--- src/dsc_params.svh ---
// offsets, field positions and reset values of the descrambler and fault symbol register group
`ifndef DSC_PARAMS_SVH
`define DSC_PARAMS_SVH

// register offsets on the management port
`define DSC_UNSCR_CTRL_OFF 16'h8019
`define DSC_SEED_HI_OFF 16'h801C
`define DSC_SEED_LO_OFF 16'h801D
`define DSC_POLY_HI_OFF 16'h801E
`define DSC_POLY_LO_OFF 16'h801F
`define DSC_CHECK_CTRL_OFF 16'h8021
`define DSC_SLOW_TX_CODE_OFF 16'h8026
`define DSC_SLOW_RX_CODE_OFF 16'h8027
`define DSC_FAST_RX_CODE_OFF 16'h8028
`define DSC_FAST_TX_CODE_OFF 16'h8029
`define DSC_STARTUP_STAT_OFF 16'h9020
`define DSC_PARTNER_REQ_OFF 16'h9098

// reset values
`define DSC_UNSCR_CTRL_RST 16'hFC00
`define DSC_SEED_HI_RST 16'h0000
`define DSC_SEED_LO_RST 16'h01FC
`define DSC_POLY_HI_RST 16'h0000
`define DSC_POLY_LO_RST 16'h00C0
`define DSC_CHECK_CTRL_RST 16'h000A
`define DSC_FAULT_CODE_RST 10'h2FE

// field positions
`define DSC_WIDE_ON_BIT 1
`define DSC_NARROW_ON_BIT 0
`define DSC_PLL_CHECK_OFF_BIT 6
`define DSC_LOS_CHECK_OFF_BIT 5
`define DSC_CLK_HOLD_BIT 3
`define DSC_STARTUP_BIT 0
`define DSC_PRESET_BIT 13
`define DSC_INIT_BIT 12

`endif

--- src/dsc_pkg.sv ---
// types shared by the descrambler and fault symbol register group
package dsc_pkg;
	typedef logic [15:0] dsc_addr_t;
	typedef logic [15:0] dsc_word_t;
	typedef logic [9:0] dsc_sym_t;
	// order of the four fifo paths inside the substitution array
	typedef enum logic [1:0]
	{
		DSC_SLOW_TX = 2'h0,
		DSC_SLOW_RX = 2'h1,
		DSC_FAST_RX = 2'h3,
		DSC_FAST_TX = 2'h2
	} dsc_path_e;
endpackage

--- src/dsc_fault_sub.sv ---
// one fifo path: passes the symbol, or the programmed fault symbol while the fifo flags an error
`timescale 1ns/1ps
module dsc_fault_sub
(
	input logic clk_i,
	input logic rst_n_i,
	input dsc_pkg::dsc_sym_t sym_i,
	input logic fifo_err_i,
	input dsc_pkg::dsc_sym_t fault_code_i,
	output dsc_pkg::dsc_sym_t sym_o,
	output logic fault_o
);
	import dsc_pkg::*;

	// one register stage; the code is read live so a rewrite takes effect on the next error cycle
	always_ff @(posedge clk_i or negedge rst_n_i)
	begin
		if (!rst_n_i)
		begin
			sym_o <= '0;
			fault_o <= 1'b0;
		end
		else
		begin
			sym_o <= fifo_err_i ? fault_code_i : sym_i;
			fault_o <= fifo_err_i;
		end
	end
endmodule

--- src/dsc_regs_top.sv ---
// descrambler setup, link check control and fifo fault symbol register group
`timescale 1ns/1ps
`include "dsc_params.svh"
module dsc_regs_top
(
	input logic clk_i,
	input logic rst_n_i,
	input logic mgmt_req_i,
	input logic mgmt_we_i,
	input dsc_pkg::dsc_addr_t mgmt_addr_i,
	input dsc_pkg::dsc_word_t mgmt_wdata_i,
	output dsc_pkg::dsc_word_t mgmt_rdata_o,
	output logic mgmt_ack_o,
	output logic [31:0] unscramble_start_value_o,
	output logic [31:0] unscramble_feedback_taps_o,
	output logic start_value_load_o,
	output logic wide_unscramble_on_o,
	output logic narrow_unscramble_on_o,
	output logic fast_pll_lock_check_off_o,
	output logic fast_signal_absent_check_off_o,
	input logic clock_output_pin_recovered_i,
	input logic fast_signal_absent_i,
	output logic clock_output_pin_hold_o,
	input logic startup_in_progress_i,
	input logic partner_preset_request_i,
	input logic partner_init_request_i,
	input dsc_pkg::dsc_sym_t slow_tx_sym_i,
	input logic slow_tx_fifo_err_i,
	output dsc_pkg::dsc_sym_t slow_tx_sym_o,
	output logic slow_tx_fault_o,
	input dsc_pkg::dsc_sym_t slow_rx_sym_i,
	input logic slow_rx_fifo_err_i,
	output dsc_pkg::dsc_sym_t slow_rx_sym_o,
	output logic slow_rx_fault_o,
	input dsc_pkg::dsc_sym_t fast_rx_sym_i,
	input logic fast_rx_fifo_err_i,
	output dsc_pkg::dsc_sym_t fast_rx_sym_o,
	output logic fast_rx_fault_o,
	input dsc_pkg::dsc_sym_t fast_tx_sym_i,
	input logic fast_tx_fifo_err_i,
	output dsc_pkg::dsc_sym_t fast_tx_sym_o,
	output logic fast_tx_fault_o
);
	import dsc_pkg::*;

	localparam int NPATH = 4;
	localparam dsc_addr_t CODE_OFF [NPATH] = '{`DSC_SLOW_TX_CODE_OFF, `DSC_SLOW_RX_CODE_OFF,
		`DSC_FAST_RX_CODE_OFF, `DSC_FAST_TX_CODE_OFF};

	// stored register words
	dsc_word_t seed_hi_r;
	dsc_word_t seed_lo_r;
	dsc_word_t poly_hi_r;
	dsc_word_t poly_lo_r;
	dsc_word_t unscr_ctrl_r;
	dsc_word_t check_ctrl_r;
	dsc_sym_t code_r [NPATH];
	dsc_word_t rdata_nxt;
	logic wr_en;

	// synchronised status levels, read only after the second flip-flop
	logic [3:0] sync_s;
	logic los_s;
	logic startup_s;
	logic preset_s;
	logic init_s;

	// per-path views of the four fifo interfaces
	dsc_sym_t path_sym [NPATH];
	logic path_err [NPATH];
	dsc_sym_t path_out [NPATH];
	logic path_fault [NPATH];

	// address match, shared by the write decode of every register
	function automatic logic hit(input dsc_addr_t addr, input dsc_addr_t off);
		hit = (addr == off);
	endfunction

	assign wr_en = mgmt_req_i & mgmt_we_i;

	// levels from the analog front end and the training logic arrive from other clocks
	dsc_sync2 #(.WIDTH(4)) u_sync
	(
		.clk_i(clk_i),
		.rst_n_i(rst_n_i),
		.async_i({fast_signal_absent_i, startup_in_progress_i, partner_preset_request_i, partner_init_request_i}),
		.sync_o(sync_s)
	);
	assign los_s = sync_s[3];
	assign startup_s = sync_s[2];
	assign preset_s = sync_s[1];
	assign init_s = sync_s[0];

	// seed halves; bit 0 of the low half is never stored
	always_ff @(posedge clk_i or negedge rst_n_i)
	begin
		if (!rst_n_i)
		begin
			seed_hi_r <= `DSC_SEED_HI_RST;
			seed_lo_r <= `DSC_SEED_LO_RST;
		end
		else if (wr_en)
		begin
			if (hit(mgmt_addr_i, `DSC_SEED_HI_OFF))
				seed_hi_r <= mgmt_wdata_i;
			if (hit(mgmt_addr_i, `DSC_SEED_LO_OFF))
				seed_lo_r <= {mgmt_wdata_i[15:1], 1'b0};
		end
	end

	// one-cycle strobe after either seed half is written, so the descrambler can reload
	always_ff @(posedge clk_i or negedge rst_n_i)
	begin
		if (!rst_n_i)
			start_value_load_o <= 1'b0;
		else
			start_value_load_o <= wr_en & (hit(mgmt_addr_i, `DSC_SEED_HI_OFF) | hit(mgmt_addr_i, `DSC_SEED_LO_OFF));
	end

	// polynomial halves; bit 0 of the low half is never stored
	always_ff @(posedge clk_i or negedge rst_n_i)
	begin
		if (!rst_n_i)
		begin
			poly_hi_r <= `DSC_POLY_HI_RST;
			poly_lo_r <= `DSC_POLY_LO_RST;
		end
		else if (wr_en)
		begin
			if (hit(mgmt_addr_i, `DSC_POLY_HI_OFF))
				poly_hi_r <= mgmt_wdata_i;
			if (hit(mgmt_addr_i, `DSC_POLY_LO_OFF))
				poly_lo_r <= {mgmt_wdata_i[15:1], 1'b0};
		end
	end

	// descrambler enables; reserved upper bits are kept as written
	always_ff @(posedge clk_i or negedge rst_n_i)
	begin
		if (!rst_n_i)
			unscr_ctrl_r <= `DSC_UNSCR_CTRL_RST;
		else if (wr_en && hit(mgmt_addr_i, `DSC_UNSCR_CTRL_OFF))
			unscr_ctrl_r <= mgmt_wdata_i;
	end

	// check disables and clock hold; the whole word is stored so reserved fields read back
	always_ff @(posedge clk_i or negedge rst_n_i)
	begin
		if (!rst_n_i)
			check_ctrl_r <= `DSC_CHECK_CTRL_RST;
		else if (wr_en && hit(mgmt_addr_i, `DSC_CHECK_CTRL_OFF))
			check_ctrl_r <= mgmt_wdata_i;
	end

	// fault symbols, ten bits each; upper write bits are dropped
	genvar g;
	generate
		for (g = 0; g < NPATH; g++)
		begin : g_code
			always_ff @(posedge clk_i or negedge rst_n_i)
			begin
				if (!rst_n_i)
					code_r[g] <= `DSC_FAULT_CODE_RST;
				else if (wr_en && hit(mgmt_addr_i, CODE_OFF[g]))
					code_r[g] <= mgmt_wdata_i[9:0];
			end
		end
	endgenerate

	// configuration seen by the datapath, straight from the stored words
	assign unscramble_start_value_o = {seed_hi_r, seed_lo_r};
	assign unscramble_feedback_taps_o = {poly_hi_r, poly_lo_r};
	assign wide_unscramble_on_o = unscr_ctrl_r[`DSC_WIDE_ON_BIT];
	assign narrow_unscramble_on_o = unscr_ctrl_r[`DSC_NARROW_ON_BIT];
	assign fast_pll_lock_check_off_o = check_ctrl_r[`DSC_PLL_CHECK_OFF_BIT];
	assign fast_signal_absent_check_off_o = check_ctrl_r[`DSC_LOS_CHECK_OFF_BIT];

	// hold only applies when the pin carries the recovered byte clock
	always_ff @(posedge clk_i or negedge rst_n_i)
	begin
		if (!rst_n_i)
			clock_output_pin_hold_o <= 1'b0;
		else
			clock_output_pin_hold_o <= check_ctrl_r[`DSC_CLK_HOLD_BIT] & clock_output_pin_recovered_i & los_s;
	end

	// fifo paths gathered into arrays indexed by the path enum; each of the four paths has its own substitution stage
	assign path_sym[DSC_SLOW_TX] = slow_tx_sym_i;
	assign path_sym[DSC_SLOW_RX] = slow_rx_sym_i;
	assign path_sym[DSC_FAST_RX] = fast_rx_sym_i;
	assign path_sym[DSC_FAST_TX] = fast_tx_sym_i;
	assign path_err[DSC_SLOW_TX] = slow_tx_fifo_err_i;
	assign path_err[DSC_SLOW_RX] = slow_rx_fifo_err_i;
	assign path_err[DSC_FAST_RX] = fast_rx_fifo_err_i;
	assign path_err[DSC_FAST_TX] = fast_tx_fifo_err_i;

	// code_r index follows CODE_OFF order, path index follows the enum
	dsc_fault_sub u_slow_tx
	(
		.clk_i(clk_i),
		.rst_n_i(rst_n_i),
		.sym_i(path_sym[DSC_SLOW_TX]),
		.fifo_err_i(path_err[DSC_SLOW_TX]),
		.fault_code_i(code_r[0]),
		.sym_o(path_out[DSC_SLOW_TX]),
		.fault_o(path_fault[DSC_SLOW_TX])
	);
	dsc_fault_sub u_slow_rx
	(
		.clk_i(clk_i),
		.rst_n_i(rst_n_i),
		.sym_i(path_sym[DSC_SLOW_RX]),
		.fifo_err_i(path_err[DSC_SLOW_RX]),
		.fault_code_i(code_r[1]),
		.sym_o(path_out[DSC_SLOW_RX]),
		.fault_o(path_fault[DSC_SLOW_RX])
	);
	dsc_fault_sub u_fast_rx
	(
		.clk_i(clk_i),
		.rst_n_i(rst_n_i),
		.sym_i(path_sym[DSC_FAST_RX]),
		.fifo_err_i(path_err[DSC_FAST_RX]),
		.fault_code_i(code_r[2]),
		.sym_o(path_out[DSC_FAST_RX]),
		.fault_o(path_fault[DSC_FAST_RX])
	);
	dsc_fault_sub u_fast_tx
	(
		.clk_i(clk_i),
		.rst_n_i(rst_n_i),
		.sym_i(path_sym[DSC_FAST_TX]),
		.fifo_err_i(path_err[DSC_FAST_TX]),
		.fault_code_i(code_r[3]),
		.sym_o(path_out[DSC_FAST_TX]),
		.fault_o(path_fault[DSC_FAST_TX])
	);

	assign slow_tx_sym_o = path_out[DSC_SLOW_TX];
	assign slow_rx_sym_o = path_out[DSC_SLOW_RX];
	assign fast_rx_sym_o = path_out[DSC_FAST_RX];
	assign fast_tx_sym_o = path_out[DSC_FAST_TX];
	assign slow_tx_fault_o = path_fault[DSC_SLOW_TX];
	assign slow_rx_fault_o = path_fault[DSC_SLOW_RX];
	assign fast_rx_fault_o = path_fault[DSC_FAST_RX];
	assign fast_tx_fault_o = path_fault[DSC_FAST_TX];

	// read decode; unmapped offsets read zero, reserved bits of the two control words read back as written
	always_comb
	begin
		case (mgmt_addr_i)
			`DSC_UNSCR_CTRL_OFF: rdata_nxt = unscr_ctrl_r;
			`DSC_SEED_HI_OFF: rdata_nxt = seed_hi_r;
			`DSC_SEED_LO_OFF: rdata_nxt = seed_lo_r;
			`DSC_POLY_HI_OFF: rdata_nxt = poly_hi_r;
			`DSC_POLY_LO_OFF: rdata_nxt = poly_lo_r;
			`DSC_CHECK_CTRL_OFF: rdata_nxt = check_ctrl_r;
			`DSC_SLOW_TX_CODE_OFF: rdata_nxt = {6'h00, code_r[0]};
			`DSC_SLOW_RX_CODE_OFF: rdata_nxt = {6'h00, code_r[1]};
			`DSC_FAST_RX_CODE_OFF: rdata_nxt = {6'h00, code_r[2]};
			`DSC_FAST_TX_CODE_OFF: rdata_nxt = {6'h00, code_r[3]};
			`DSC_STARTUP_STAT_OFF: rdata_nxt = 16'(startup_s) << `DSC_STARTUP_BIT;
			`DSC_PARTNER_REQ_OFF:
			begin
				rdata_nxt = 16'(preset_s) << `DSC_PRESET_BIT;
				rdata_nxt = rdata_nxt | (16'(init_s) << `DSC_INIT_BIT);
			end
			default: rdata_nxt = 16'h0000;
		endcase
	end

	// every request is answered one cycle later, writes included; read data holds until the next read
	always_ff @(posedge clk_i or negedge rst_n_i)
	begin
		if (!rst_n_i)
		begin
			mgmt_ack_o <= 1'b0;
			mgmt_rdata_o <= 16'h0000;
		end
		else
		begin
			mgmt_ack_o <= mgmt_req_i;
			if (mgmt_req_i && !mgmt_we_i)
				mgmt_rdata_o <= rdata_nxt;
		end
	end
endmodule

--- src/dsc_sync2.sv ---
// two flip-flop synchroniser for a group of independent level inputs
`timescale 1ns/1ps
module dsc_sync2
#(
	parameter int WIDTH = 4
)
(
	input logic clk_i,
	input logic rst_n_i,
	input logic [WIDTH-1:0] async_i,
	output logic [WIDTH-1:0] sync_o
);
	logic [WIDTH-1:0] meta_r;

	// each bit crosses on its own; the bits are unrelated levels, so no coherence is needed
	genvar g;
	generate
		for (g = 0; g < WIDTH; g++)
		begin : g_bit
			always_ff @(posedge clk_i or negedge rst_n_i)
			begin
				if (!rst_n_i)
				begin
					meta_r[g] <= 1'b0;
					sync_o[g] <= 1'b0;
				end
				else
				begin
					meta_r[g] <= async_i[g];
					sync_o[g] <= meta_r[g];
				end
			end
		end
	endgenerate
endmodule

--- config.mk ---
export PLATFORM = sky130hd
export DESIGN_NAME = dsc_regs_top
export DESIGN_NICKNAME = d
export VERILOG_FILES = /design/src/dsc_pkg.sv /design/src/dsc_fault_sub.sv /design/src/dsc_regs_top.sv /design/src/dsc_sync2.sv
export VERILOG_INCLUDE_DIRS = /design/src /design/src/src
export SDC_FILE = /design/constraint.sdc
export NUM_CORES = 1
export LEC_CHECK = 0
export BUFFER_PORTS_ARGS = -buffer_cell sky130_fd_sc_hd__buf_4
export CAP_MARGIN = 20
export CORE_ASPECT_RATIO = 0.5
export CORE_MARGIN = 3
export CORE_UTILIZATION = 50
export DETAILED_ROUTE_END_ITERATION = 7
export PLACE_DENSITY_LB_ADDON = 0.05
export SYNTH_ARGS = -nofsm -noshare
export SYNTH_HDL_FRONTEND = slang
export SYNTH_SLANG_ARGS = --single-unit
--- constraint.sdc ---
create_clock -name clk_i -period 2.53 [get_ports clk_i]
set_clock_uncertainty 0.1 [all_clocks]
set_input_delay 0.759 -clock clk_i [delete_from_list [all_inputs] [get_ports clk_i]]
set_output_delay 0.759 -clock clk_i [all_outputs]
set_load 0.02 [all_outputs]
==> Implementation_results.wiki <==
{| class="wikitable"
! Metric !! Value
|-
| Chain of cells forming the critical path || buf_4 -> or4b_1 -> buf_4 -> nor4_4 -> buf_4 -> buf_4 -> nand3b_1 -> o22ai_1 -> o221a_2
|-
| Flop and latch count out of synthesis || 205
|-
| HPWL after detailed placement || 20.0 mm
|-
| TritonCTS clock tree || done
|-
| Startpoint of the most critical register-to-register path || poly_hi_r[1]
|-
| Skew-Pair Late Insertion Delay || 490 ps
|-
| Highest attainable clock frequency || 399 MHz
|-
| Data arrival time at the worst-slack endpoint || 2830 ps
|-
| Highest-count cells in the layout ignoring fill and taps || buf_4 (289), mux2_2 (158), dfrtp_1 (156)
|-
| Number of hold buffers added after cts || 0
|-
| DRC violation count after routing || 0
|-
| Setup violation total in the final timing report || 0
|-
| Final worst-path setup slack || 24.9 ps
|-
| Worst reg2reg setup slack || 890 ps
|-
| Sink Count || 205
|-
| Number of maximum-capacitance violations || 0
|-
| Num rows || 33
|-
| Vias per std cell || 5.81
|-
| Number of hold violations in the final report || 0
|-
| Gate count of the mapped netlist || 638
|-
| Residual antenna-violating net count after detailed routing || 0
|-
| Vias in the first global route || 6,808
|-
| CP max-delay cell || or4b_1
|-
| Run status || finished, final reports clean
|-
| Tightest Hold Check Type || input port to async pin
|-
| Placed inst area || 0.0115 mm^2
|-
| DIE WIDTH || 195 um
|-
| Top cells by area, synth || dfrtp_1 (44%), mux2_2 (21%), dfstp_2 (14%)
|-
| Number of cell instances on the worst register-to-register path || 3
|-
| Cell area power density || 579 mW/mm^2
|-
| Largest fanout on the critical path || 7
|-
| Critical Path Most Common Cell || buf_4
|-
| Most used flip-flop cell after synthesis || dfrtp_1
|-
| First-pass DRT Iterations || 7
|-
| Wire length of the first global-routing pass || 40.9 mm
|-
| Setup repair after global routing missed its margin || false
|-
| Pins Over Slew Limit || 0
|-
| Proportion of synthesized chip area in sequential cells || 57.9%
|-
| Antenna violations before repair || 0
|-
| CORE AREA || 0.0170 mm^2
|-
| Fraction of registers with async set/reset || 100%
|-
| Number of buffers created by CTS || 19
|-
| Number of DRC markers in iteration 0 || 472
|-
| Final weighted congestion in routability-driven placement || 0.892
|-
| Critical path buffer and inverter count || 4
|-
| Area of the die || 0.0197 mm^2
|-
| Type of the worst setup path || input port to register
|-
| First element of the critical path || mgmt_addr_i[5]
|-
| Via count || 6,686
|-
| Post-route clock period utilization || 99.0%
|-
| Share of layout cells above drive strength 1 || 62.4%
|-
| Clock slew at the register clock pins of the worst setup and hold paths || 70 ps
|-
| Largest buffer count on any clock path || 3
|-
| Total number of yosys warnings || 0
|-
| Pin count of the biggest net entering global routing || 48
|-
| Grt ovf || 0
|-
| Standby leakage power || 5.97 nW
|-
| Share of Yosys cell area claimed by the top area cell type || 43.5%
|-
| Initial Utilization || 52.8%
|-
| Average wire per cell in the routed design || 23.1 um
|-
| Die height || 101 um
|-
| Placement-stage worst setup slack || -418 ps
|-
| VDD IR max || 0.000393 V
|-
| Count of inserted antenna diode cells || 0
|-
| Total detailed-routing wirelength || 26.6 mm
|-
| PostCTS Resize Cnt || 0
|-
| Reg-to-Reg End || mgmt_rdata_o[1]
|-
| Most common library cell in the layout ignoring fill and taps || buf_4
|-
| Required time of the critical path || 2860 ps
|-
| Count of input and output buffers || 213
|-
| Final nets || 997
|-
| Top cell type by total area after synthesis || dfrtp_1
|-
| EDFF count, synth || 0
|-
| Category of the worst setup path launch point || input port
|-
| Syn Std Cell Area || 0.00897 mm^2
|-
| Root buffer cell || clkbuf_16
|-
| Number of H-tree levels || 1
|-
| Final instance area || 0.0122 mm^2
|-
| Post-CTS setup buffers || 0
|-
| Number of top-level pins || 216
|-
| CP Capture Type || register
|-
| Area Overhead vs Synth || 35.6%
|-
| Synth cell types || 62
|-
| Clock period minus worst slack || 2510 ps
|-
| Slowest stage delay, CP || 610 ps
|-
| Combined global-route utilization of all metal layers || 27.0%
|-
| Avg Cell Area, Syn || 14.1 um^2
|-
| Kind of cell adding the most delay to the critical path || simple AND/OR/NAND/NOR gates
|}
logic make-up after synthesis:
kind of cell	synth area share [%]
simple gates	7.45
flops	57.9
buf+inv	2.34
mux	26.0
compound gates	6.32
other cells	0.0418
power breakdown:
part	internal (mW)	switching, mW	total (mW)
clock network	1.78	1.23	3.00
registers	3.35	0.0337	3.38
logic	0.287	0.364	0.652
worst max-delay path by stage:
stage,end,depth (start not counted)
2_1_floorplan,seed_hi_r[6],7
3_3_place_gp,mgmt_rdata_o[15],9
3_5_place_dp,mgmt_rdata_o[11],9
4_1_cts,mgmt_rdata_o[11],9
5_1_grt,mgmt_rdata_o[15],9
6_report,mgmt_rdata_o[11],9
state kept, by name (all words and copies together) (netlist names), 4 cells and up:
name / flops
poly_hi_r: 16
check_ctrl_r: 16
mgmt_rdata_o: 16
seed_lo_r: 15
u_sync.sync_o: 4
seed_hi_r: 16
u_fast_tx.sym_o: 10
u_slow_rx.sym_o: 10
poly_lo_r: 15
unscr_ctrl_r: 16
u_slow_tx.sym_o: 10
u_sync.meta_r: 4
code_r: 40
u_fast_rx.sym_o: 10
per-stage QoR:
stage / std cells / hold WS, ps / setup TNS [ps] / util (%) / total power, mW
finish: 1151 / 108 / 0 / 71.6 / 7.04
CTS: 1151 / 111 / 0 / 71.6 / 7.08
global placement: 1118 / 233 / -40500 / 67.8 / 4.09
detailed placement: 1118 / 240 / -43530 / 67.8 / 4.09
floorplan: 639 / 231 / -19480 / - / 3.70
global route: 1151 / 125 / 0 / 71.6 / 7.28
synthesized netlist by cell type, drive strengths merged, types with 3 or more instances:
library cell,instances
nor3,8
nand4b,4
dfstp,49
o221ai,8
mux2i,21
mux2,176
a221oi,3
dfrtp,156
o21ai,7
a21o,3
a222oi,3
mux4,6
clkbuf,19
a22oi,6
or4b,4
nor4,14
a21oi,13
and2,4
nor2,16
a221o,4
o221a,4
buf,25
nor3b,4
a31oi,3
nand2,15
o22a,5
nand3,16
o22ai,5
inv,6
per-layer routing:
layer  up-vias  track usage [%]  routed length, um
met2       288             39.3              11300
met4         0             4.05                271
li1       2942                -                  -
met5         -                0                  0
met1      3427             42.5              12800
met3        29             5.64               2340
final cells by class:
| class | count | area, um^2 |
|---|---|---|
| Fill cell | 1180 | 4810 |
| Sequential cell | 205 | 5190 |
| Clock inverter | 8 | 115 |
| Clock buffer | 25 | 528 |
| Multi-Input combinational cell | 384 | 3710 |
| Tap cell | 227 | 284 |
| Inverter | 6 | 22.5 |
| Timing Repair Buffer | 296 | 2300 |
(Power assumes the default switching activity.)
